### src/slot_fault_defines.svh
// constants for the dual-slot power fault status block
// How it works
// bit 7 reads 1 while fault pin low
// bit 6 shows actual main power state
// bit 5 shows actual standby power state
// bits 4..0 overcurrent flags; 7..5 read-only
// status flags and fault bit reset to zero; bits 6 and 5 follow power state
// slot A status at command 04h
// slot B status at command 05h
// write one clears flag; interrupt drops once no flag is left
// reads and clears leave fault pin alone
// main fault latch released by main request low
// standby fault latch released by standby request low
// both latched needs both requests low
// serial control keeps fault bit and pin inactive
// host holds requests low under serial control
// control register bit1 main, bit0 standby enable
// mask bit 3: 0 enables, 1 disables interrupt
// overcurrent sets flag; interrupt while flag unmasked
// flags hold until written with one
`ifndef SLOT_FAULT_DEFINES_SVH
`define SLOT_FAULT_DEFINES_SVH
`define ADDR_CTRL_A      8'h02
`define ADDR_CTRL_B      8'h03
`define ADDR_STAT_A      8'h04
`define ADDR_STAT_B      8'h05
`define ADDR_COMMON      8'h06
`define STAT_RESET       8'h00
`define CTRL_RESET       8'h00
`define COMMON_RESET     8'h00
`define RDATA_IDLE       8'h00
`define BIT_FAULT        7
`define BIT_MAIN         6
`define BIT_STBY         5
`define BIT_STBY_OC      4
`define BIT_MASK         3
`define BIT_CTRL_MAIN    1
`define BIT_CTRL_STBY    0
`define OC_MSB           4
`define MAIN_OC_MASK     5'h0F
`define STBY_OC_MASK     5'h10
`endif

### src/slot_fault_pkg.sv
// types shared by both ends of the slot fault status link
package slot_fault_pkg;
  typedef logic [7:0] reg_byte_t;
  typedef logic [4:0] oc_flags_t;
  typedef enum logic [2:0] {
    HS_IDLE = 3'h1,
    HS_ON   = 3'h2,
    HS_DROP = 3'h4
  } hp_state_t;
endpackage : slot_fault_pkg

### src/slot_fault_if.sv
// link between the fault status device and the hot-plug / management host
`timescale 1ns/1ps
interface slot_fault_if;
  import slot_fault_pkg::*;
  logic       cmd_wr;
  logic       cmd_rd;
  reg_byte_t  cmd_addr;
  reg_byte_t  cmd_wdata;
  reg_byte_t  cmd_rdata;
  logic [1:0] main_request_in;
  logic [1:0] standby_request_in;
  logic [1:0] fault_pin_n;
  logic       irq_n;
  modport device (
    input  cmd_wr, cmd_rd, cmd_addr, cmd_wdata, main_request_in, standby_request_in,
    output cmd_rdata, fault_pin_n, irq_n
  );
  modport host (
    output cmd_wr, cmd_rd, cmd_addr, cmd_wdata, main_request_in, standby_request_in,
    input  cmd_rdata, fault_pin_n, irq_n
  );
endinterface : slot_fault_if

### src/slot_fault_dev.sv
// dual-slot power fault status device: status, control, common registers
//
// Design decision made here: the plain strobed port.
`timescale 1ns/1ps
`include "slot_fault_defines.svh"
module slot_fault_dev
  import slot_fault_pkg::*;
#(
  parameter int SLOTS = 2
) (
  // clock and reset
  input  wire logic             i_ref_clk,
  input  wire logic             i_rst_b,
  // link to host
  slot_fault_if.device          lnk,
  // analog sensing, per slot: {standby, -12, +12, 5, 3}
  input  wire logic [4:0]       i_oc_a,
  input  wire logic [4:0]       i_oc_b,
  // actual output states from the power stage
  input  wire logic [SLOTS-1:0] i_main_on,
  input  wire logic [SLOTS-1:0] i_stby_on,
  // power-good levels shown in control registers
  input  wire logic [SLOTS-1:0] i_main_pg,
  input  wire logic [SLOTS-1:0] i_stby_pg,
  // power path enables
  output logic      [SLOTS-1:0] o_main_en,
  output logic      [SLOTS-1:0] o_stby_en
);
  oc_flags_t        oc_ff   [SLOTS];
  logic [SLOTS-1:0] main_latch_ff;
  logic [SLOTS-1:0] stby_latch_ff;
  logic [1:0]       ctrl_ff [SLOTS];
  logic             mask_ff;
  reg_byte_t        rdata_ff;
  logic [SLOTS-1:0] serial_ctrl;
  logic [SLOTS-1:0] fault_act;
  logic [SLOTS-1:0] flag_any;
  oc_flags_t        oc_in   [SLOTS];

  assign oc_in[0] = i_oc_a;
  assign oc_in[1] = i_oc_b;

  function automatic logic sel(input reg_byte_t a, input reg_byte_t b);
    sel = (a == b);
  endfunction : sel

  genvar s;
  generate
    for (s = 0; s < SLOTS; s++) begin : g_slot
      localparam reg_byte_t STAT_ADDR = `ADDR_STAT_A + 8'(s);
      localparam reg_byte_t CTRL_ADDR = `ADDR_CTRL_A + 8'(s);
      logic wr_stat;
      logic wr_ctrl;
      assign wr_stat = lnk.cmd_wr && sel(lnk.cmd_addr, STAT_ADDR);
      assign wr_ctrl = lnk.cmd_wr && sel(lnk.cmd_addr, CTRL_ADDR);
      // serial control is any software enable set for the slot
      assign serial_ctrl[s] = |ctrl_ff[s];
      assign flag_any[s]    = |oc_ff[s];

      // set wins over a clear in the same cycle
      always_ff @(posedge i_ref_clk) begin
        if (!i_rst_b) begin
          oc_ff[s] <= oc_flags_t'(`STAT_RESET);
        end else begin
          oc_ff[s] <= (oc_ff[s] & ~(wr_stat ? lnk.cmd_wdata[`OC_MSB:0] : 5'h00))
                      | oc_in[s];
        end
      end

      // fault pin latches: released only by the matching request going low
      // a fresh overcurrent wins over a release in the same cycle
      always_ff @(posedge i_ref_clk) begin
        if (!i_rst_b) begin
          main_latch_ff[s] <= 1'b0;
        end else if (|(oc_in[s] & `MAIN_OC_MASK) && !serial_ctrl[s]) begin
          main_latch_ff[s] <= 1'b1;
        end else if (!lnk.main_request_in[s]) begin
          main_latch_ff[s] <= 1'b0;
        end
      end

      always_ff @(posedge i_ref_clk) begin
        if (!i_rst_b) begin
          stby_latch_ff[s] <= 1'b0;
        end else if (|(oc_in[s] & `STBY_OC_MASK) && !serial_ctrl[s]) begin
          stby_latch_ff[s] <= 1'b1;
        end else if (!lnk.standby_request_in[s]) begin
          stby_latch_ff[s] <= 1'b0;
        end
      end
      // register access never touches the latches
      assign fault_act[s] = (main_latch_ff[s] | stby_latch_ff[s]) & ~serial_ctrl[s];
      assign lnk.fault_pin_n[s] = ~fault_act[s];

      always_ff @(posedge i_ref_clk) begin
        if (!i_rst_b) begin
          ctrl_ff[s] <= 2'(`CTRL_RESET);
        end else if (wr_ctrl) begin
          ctrl_ff[s] <= {lnk.cmd_wdata[`BIT_CTRL_MAIN], lnk.cmd_wdata[`BIT_CTRL_STBY]};
        end
      end
      // host keeps requests low while software drives the slot
      assign o_main_en[s] = ctrl_ff[s][1] | lnk.main_request_in[s];
      assign o_stby_en[s] = ctrl_ff[s][0] | lnk.standby_request_in[s];
    end
  endgenerate

  always_ff @(posedge i_ref_clk) begin
    if (!i_rst_b) begin
      mask_ff <= 1'(`COMMON_RESET >> `BIT_MASK);
    end else if (lnk.cmd_wr && sel(lnk.cmd_addr, `ADDR_COMMON)) begin
      mask_ff <= lnk.cmd_wdata[`BIT_MASK];
    end
  end

  function automatic reg_byte_t stat_byte(input int i);
    reg_byte_t b;
    b = `STAT_RESET;
    b[`BIT_FAULT] = fault_act[i];
    b[`BIT_MAIN]  = i_main_on[i];
    b[`BIT_STBY]  = i_stby_on[i];
    b[`OC_MSB:0]  = oc_ff[i];
    return b;
  endfunction : stat_byte

  always_ff @(posedge i_ref_clk) begin
    if (!i_rst_b) begin
      rdata_ff <= `RDATA_IDLE;
    end else if (lnk.cmd_rd) begin
      case (lnk.cmd_addr)
        `ADDR_STAT_A: rdata_ff <= stat_byte(0);
        `ADDR_STAT_B: rdata_ff <= stat_byte(1);
        `ADDR_CTRL_A: rdata_ff <= {i_stby_pg[0], i_main_pg[0], 4'h0, ctrl_ff[0]};
        `ADDR_CTRL_B: rdata_ff <= {i_stby_pg[1], i_main_pg[1], 4'h0, ctrl_ff[1]};
        `ADDR_COMMON: rdata_ff <= {4'h0, mask_ff, 3'h0};
        default:      rdata_ff <= `RDATA_IDLE;
      endcase
    end else begin
      // data stands for one cycle only, then the port idles at zero
      rdata_ff <= `RDATA_IDLE;
    end
  end
  assign lnk.cmd_rdata = rdata_ff;

  // interrupt is level, so clearing the last flag drops it at once
  assign lnk.irq_n = ~(|flag_any & ~mask_ff);
endmodule : slot_fault_dev

### src/flat_wrapper.sv
// flat-port wrapper written by rule: the top's interface ports become plain ports
module slot_fault_dev_flat import slot_fault_pkg::*;
#(
  parameter int SLOTS = 2
)
  (i_ref_clk, i_rst_b, i_oc_a, i_oc_b, i_main_on, i_stby_on, i_main_pg, i_stby_pg, o_main_en, o_stby_en, lnk_cmd_wr, lnk_cmd_rd, lnk_cmd_addr, lnk_cmd_wdata, lnk_main_request_in, lnk_standby_request_in, lnk_cmd_rdata, lnk_fault_pin_n, lnk_irq_n);
  slot_fault_if lnk_i ();
  input  wire logic i_ref_clk;
  input  wire logic i_rst_b;
  input  wire logic [4:0] i_oc_a;
  input  wire logic [4:0] i_oc_b;
  input  wire logic [SLOTS-1:0] i_main_on;
  input  wire logic [SLOTS-1:0] i_stby_on;
  input  wire logic [SLOTS-1:0] i_main_pg;
  input  wire logic [SLOTS-1:0] i_stby_pg;
  output logic      [SLOTS-1:0] o_main_en;
  output logic      [SLOTS-1:0] o_stby_en;
  input wire logic [$bits(lnk_i.cmd_wr)-1:0] lnk_cmd_wr;
  input wire logic [$bits(lnk_i.cmd_rd)-1:0] lnk_cmd_rd;
  input wire logic [$bits(lnk_i.cmd_addr)-1:0] lnk_cmd_addr;
  input wire logic [$bits(lnk_i.cmd_wdata)-1:0] lnk_cmd_wdata;
  input wire logic [$bits(lnk_i.main_request_in)-1:0] lnk_main_request_in;
  input wire logic [$bits(lnk_i.standby_request_in)-1:0] lnk_standby_request_in;
  output wire logic [$bits(lnk_i.cmd_rdata)-1:0] lnk_cmd_rdata;
  output wire logic [$bits(lnk_i.fault_pin_n)-1:0] lnk_fault_pin_n;
  output wire logic [$bits(lnk_i.irq_n)-1:0] lnk_irq_n;
  assign lnk_i.cmd_wr = lnk_cmd_wr;
  assign lnk_i.cmd_rd = lnk_cmd_rd;
  assign lnk_i.cmd_addr = lnk_cmd_addr;
  assign lnk_i.cmd_wdata = lnk_cmd_wdata;
  assign lnk_i.main_request_in = lnk_main_request_in;
  assign lnk_i.standby_request_in = lnk_standby_request_in;
  assign lnk_cmd_rdata = lnk_i.cmd_rdata;
  assign lnk_fault_pin_n = lnk_i.fault_pin_n;
  assign lnk_irq_n = lnk_i.irq_n;
  slot_fault_dev #(.SLOTS(SLOTS)) u_core (.i_ref_clk(i_ref_clk), .i_rst_b(i_rst_b), .lnk(lnk_i), .i_oc_a(i_oc_a), .i_oc_b(i_oc_b), .i_main_on(i_main_on), .i_stby_on(i_stby_on), .i_main_pg(i_main_pg), .i_stby_pg(i_stby_pg), .o_main_en(o_main_en), .o_stby_en(o_stby_en));
endmodule
### config.mk
export PLATFORM = sky130hd
export DESIGN_NAME = slot_fault_dev_flat
export DESIGN_NICKNAME = d
export VERILOG_FILES = /design/src/slot_fault_pkg.sv /design/src/slot_fault_if.sv /design/src/slot_fault_dev.sv /design/src/flat_wrapper.sv
export VERILOG_INCLUDE_DIRS = /design/src /design/src/src
export SDC_FILE = /design/constraint.sdc
export NUM_CORES = 1
export LEC_CHECK = 0
export ABC_AREA = 1
export BUFFER_PORTS_ARGS = -buffer_cell sky130_fd_sc_hd__buf_2
export CAP_MARGIN = 10
export CORE_MARGIN = 2
export CORE_UTILIZATION = 40
export CTS_BUF_LIST = sky130_fd_sc_hd__clkbuf_2
export DETAILED_ROUTE_END_ITERATION = 6
export PLACE_DENSITY = 0.67
export SLEW_MARGIN = 20
export SYNTH_ARGS = -nofsm -noshare
export SYNTH_HDL_FRONTEND = slang
export SYNTH_SLANG_ARGS = --single-unit
### constraint.sdc
create_clock -name i_ref_clk -period 2.5 [get_ports i_ref_clk]
set_input_delay 0.375 -clock i_ref_clk [delete_from_list [all_inputs] [get_ports i_ref_clk]]
set_output_delay 0.375 -clock i_ref_clk [all_outputs]
set_load 0.05 [all_outputs]
## Yosys cells after proc, flatten, opt, wreduce, memory -nomap -nowiden

Memory sizes are Yosys's and may differ from the RTL's.
Cells that the tools add are included.

| storage, ports and cells | value |
|---|---|
| bits of input ports | 42 |
| memories | 2 |
| word-level logic and storage cells | 82 |
| RAM bits | 14 |
| register bits | 13 |
| output and inout port bits | 15 |

Memories:

| name | depth | width | rd ports | clocked after memory_dff | write ports | line | source |
|---|---|---|---|---|---|---|---|
| u_core.oc_ff | 2 | 5 | 2 | 0 | 2 | slot_fault_dev.sv:29 | `oc_flags_t oc_ff [SLOTS];` |
| u_core.ctrl_ff | 2 | 2 | 2 | 0 | 2 | slot_fault_dev.sv:32 | `logic [1:0] ctrl_ff [SLOTS];` |

| operators by class | value |
|---|---|
| muxes and demuxes | 23 |
| reduce and logical (&&, ||, !) cells | 17 |
| eq/ne operators | 9 |
| bitwise gates (word level) | 25 |

Operators by type and width:

| cell | number |
|---|---|
| 8-bit one-hot mux with 5 select lines | 1 |
| 8-bit by 3-bit equality test with 1-bit output, second input constant | 3 |
| 5-bit two-way mux | 4 |
| 8-bit by 2-bit equality test with 1-bit output, second input constant | 2 |
| 1-bit two-way mux | 16 |
| 5-bit AND | 2 |
| 5-bit NOT | 2 |
| 1-bit OR | 10 |
| 5-bit OR | 2 |
| 10-bit OR reduction | 1 |
| 1-bit logical AND | 9 |
| 2-bit by 1-bit != test with 1-bit output, second input constant | 4 |
| 4-bit OR reduction | 2 |
| 1-bit NOT | 6 |
| 2-bit two-way mux | 2 |
| 2-bit OR reduction | 2 |
| 1-bit AND | 3 |
| 1-bit logical NOT | 2 |
| 2-bit AND reduction | 1 |

## Longest topological paths before layout

| logic depth | value |
|---|---|
| depth in word-level cells | 7 |
| depth in mapped cells | 8 |
| mapped depth without buffers | 8 |

## Worst setup path before layout

Ideal clock, no wire load.

| timing | value |
|---|---|
| path type | reg-to-reg |
| start | register u_core.main_latch_ff[0] |
| end | register u_core.rdata_ff[7] (netlist: u_core.lnk.cmd_rdata[7]) |
| period minus slack after synthesis | 1.843 ns |
| path slack | 0.657 ns |
| data arrival time | 1.725 ns |
| setup time | 0.118 ns |
| cell stages (with the launch flop) | 5 |
| data required time | 2.382 ns |
| path buffers | 0 |
| path through | dfxtp_1 o21ai_0 nor2_1 nor2_1 nor2_1 |

| between the ends | value |
|---|---|
| word-level cells in the longest chain between the ends | 3 |

Ends and longest elaborated chain:

| what | line | source |
|---|---|---|
| start: declaration | slot_fault_dev.sv:30 | `logic [SLOTS-1:0] main_latch_ff;` |
| start signal: indexed assignment | slot_fault_dev.sv:74 | `main_latch_ff[s] <= 1'b0;` |
| start signal: indexed assignment | slot_fault_dev.sv:76 | `main_latch_ff[s] <= 1'b1;` |
| start signal: indexed assignment | slot_fault_dev.sv:78 | `main_latch_ff[s] <= 1'b0;` |
| 1-bit OR | slot_fault_dev.sv:92 | `assign fault_act[s] = (main_latch_ff[s] \| stby_latch_ff[s]) & ~serial_ctrl[s];` |
| 1-bit AND | slot_fault_dev.sv:92 |  |
| 8-bit one-hot mux with 5 select lines | slot_fault_dev.sv:130 | `case (lnk.cmd_addr)` |
| end signal: assignment | slot_fault_dev.sv:131 | `` `ADDR_STAT_A: rdata_ff <= stat_byte(0); `` |
| end signal: assignment | slot_fault_dev.sv:132 | `` `ADDR_STAT_B: rdata_ff <= stat_byte(1); `` |
| end signal: assignment | slot_fault_dev.sv:133 | `` `ADDR_CTRL_A: rdata_ff <= {i_stby_pg[0], i_main_pg[0], 4'h0, ctrl_ff[0]}; `` |
| end: declaration | slot_fault_dev.sv:34 | `reg_byte_t rdata_ff;` |

Every way passes these cells.
A chain may end at the register's enable or synchronous reset.

==> flow_metrics.tcl <==
set metrics [dict create \
    number_of_i_o_pins 57 \
    critical_path.max_fanout 3 \
    setup_viol 0 \
    count_of_tritonroute_iterations_in_the_first_routing_pass 5 \
    required_time_of_the_critical_path_ns 2.12 \
    type_of_element_capturing_the_critical_path "primary output" \
    clock_sinks 27 \
    place_worst_setup_slack_ns 0.990 \
    skew_ns 0.00278 \
    placed_area_um2 1690 \
    vias 1422 \
    synth-compound-area-share_pct 8.43 \
    place.detailed.instances 294 \
    antenna-diode-count 0 \
    synth_enable_flop_cells 4 \
    synth_sequential_area_ratio_pct 41.6 \
    hold_viol_final 0 \
    initial_core_util_pct 41.8 \
    die_area_um2 3980 \
    synth_area_um2 1400 \
    maxCapViolCount 0 \
    die_h_um 63.1 \
    post-route-util_pct 51.4 \
    hpwl_mm 2.64 \
    routedWlPerCell_um 11.1 \
    min-delay-path-class "in -> reg" \
    vdd_drop_max_mv 0.253 \
    holdWs_ns 0.200 \
    nets 295 \
    post_synth_num_cell_types 23 \
    synth_simple_gate_area_share_pct 40.3 \
    combinational_family_with_the_most_area_after_synthesis "simple AND/OR/NAND/NOR gates" \
    htree_levels 1 \
    p_leak_nw 0.858 \
    row_count 21 \
    clk_pin_slew_ns 0.27 \
    highest_layer "met4" \
    slew_headroom_pct 69.4 \
    layout_min_cycle_time_ns 1.88 \
    detail_route.wirelength.met1_mm 1.51 \
    worstMarginPinSlew_ns 0.459 \
    routed-wl-met2_mm 1.48 \
    yosys.area_share.adder_pct 0 \
    ant_nets 0 \
    outcome "finished, final reports clean" \
    tritoncts "yes" \
    number_of_resized_instances_in_the_post_cts_repair_step 0 \
    syn_nets 241 \
    ctsRootBufferMaster "clkbuf_2" \
    gr-total-overflow 0 \
    syn_avg_cell_area_um2 7.01 \
    power_density_nw_per_um2 453 \
    cts_inserted_buffers 3 \
    setup_slack_of_the_critical_path_after_layout_ns 0.620 \
    core_um2 3340 \
    syn2layout_area_growth_pct 23.0 \
    chipWidth_um 63.1 \
    place.port_buffers 53 \
    via_count_of_the_first_global_routing_pass 1261 \
    async_reset_ff_share_pct 0 \
    finalMaxSlewViolations 0 \
    min_period_over_period_pct 75.2 \
    timing.critical_path.arrival_ns 1.51 \
    finalWeightedCongestion 0.801 \
    max_freq_mhz 532 \
    detailroute.wirelength.met3_um 293 \
    vias_per_cell 4.77 \
    worstSetupStartpointType "register" \
    timing.setup.critical_path_class "reg -> out" \
    p_total_mw 0.777 \
    yosys.area_share.xor_xnor_pct 0 \
    tns_ns 0 \
    cts_post_setup_buffers_inserted 0 \
    postRouteWirelength_mm 3.30 \
    finish.cell_count_without_fillers 298 \
    post-route-cell-area_um2 1720 \
    drc_errors 0 \
    drt_iter0_drc 84 \
    grt_setup_unrepaired "false" \
    drive_above_1_share_pct 29.4 \
    number_of_buffers_on_the_longest_clock_path 2 \
    hold_buffers 0 \
    grt_antenna_before_repair 0 \
    gr-usage-all-layers_pct 17.5 \
    syn_inst 199 \
    insertion_delay_ns 0.37 \
    largest_net_degree_at_the_start_of_global_routing 17 \
    dominantRegCellSynth "dfxtp_1" \
    synth-seq-cells 27 \
    yosys_warnings 0 \
    first_pass_grt_wire_length_mm 5.56 \
    synth_mux_area_share_pct 0 \
]
-- power breakdown --
part	total (mW)	internal [mW]	leakage, nW	switching [mW]
sequential	0.474	0.460	0.227	0.0136
combinational	0.125	0.0464	0.614	0.0787
clock	0.178	0.0391	0.0169	0.139
-- worst max-delay path: stages, from the launching register on --
cell     delay (ns)
dfxtp_1        0.39
nor2_1         0.10
nand3_1        0.06
nor3_1         0.16
a21o_1         0.16
buf_2          0.26
-- path summary, 6_finish.rpt --
path                             endpoint                     from  slack [ns]  depth (start not counted)
setup / recovery                lnk_irq_n       u_core.oc_ff[1][3]        0.62                          5
hold / removal    u_core.lnk.cmd_rdata[5]             i_stby_on[0]        0.20                          3
setup reg to reg  u_core.lnk.cmd_rdata[7]     u_core.ctrl_ff[1][0]        1.35                          7
hold reg to reg   u_core.stby_latch_ff[0]  u_core.stby_latch_ff[0]        0.47                          2
-- layout make-up --
class | instances | area, um^2
repair buffers | 53 | 265
clock buffers | 3 | 15.0
clock inverters | 1 | 6.26
fillers | 370 | 1620
multi-input cells | 139 | 679
flip-flops and latches | 27 | 581
inverters | 29 | 111
well taps | 46 | 57.6
-- routing by layer --
| layer | track usage (%) | vias up |
|---|---|---|
| li1 | - | 741 |
| met1 | 24.5 | 613 |
| met2 | 28.3 | 64 |
| met3 | 2.68 | 4 |
| met4 | 4.17 | 0 |
| met5 | 0 | - |
-- cell usage after synthesis, types with 2 or more instances --
cell | number | area, um^2
nor2_1 | 23 | 86.3
a21oi_1 | 18 | 90.1
o21ai_0 | 4 | 20.0
edfxtp_1 | 4 | 120
nor2_4 | 4 | 45.0
dfxtp_1 | 23 | 460
inv_2 | 2 | 7.51
nor2_2 | 2 | 12.5
nor3_1 | 3 | 15.0
clkbuf_1 | 2 | 7.51
inv_1 | 26 | 97.6
nand3_1 | 34 | 170
or2_2 | 4 | 25.0
nand2_1 | 41 | 154
-- cells by family (layout without fill, tap and decap cells) --
group / after synthesis / in the layout
AOI/OAI and AO/OA: 23 / 23
buffers and inverters: 33 / 86
DFF: 27 / 27
and+or+nand+nor: 116 / 116
-- placed cells by master, fill, tap and decap left out, drive strengths merged --
cell	count
edfxtp	4
nor2	30
nand2	43
o21ai	4
clkbuf	3
nor4	1
a21o	1
dfxtp	23
inv	30
a21oi	18
or2	4
nor3	4
nand3	34
buf	53
-- sequential cells by signal (all words and copies together), names as in the netlist --
signal	flops
u_core.mask_ff	1
u_core.main_latch_ff	2
u_core.oc_ff	10
u_core.ctrl_ff	4
u_core.lnk.cmd_rdata	8
u_core.stby_latch_ff	2
No activity file was read; power rests on OpenSTA's default activity.
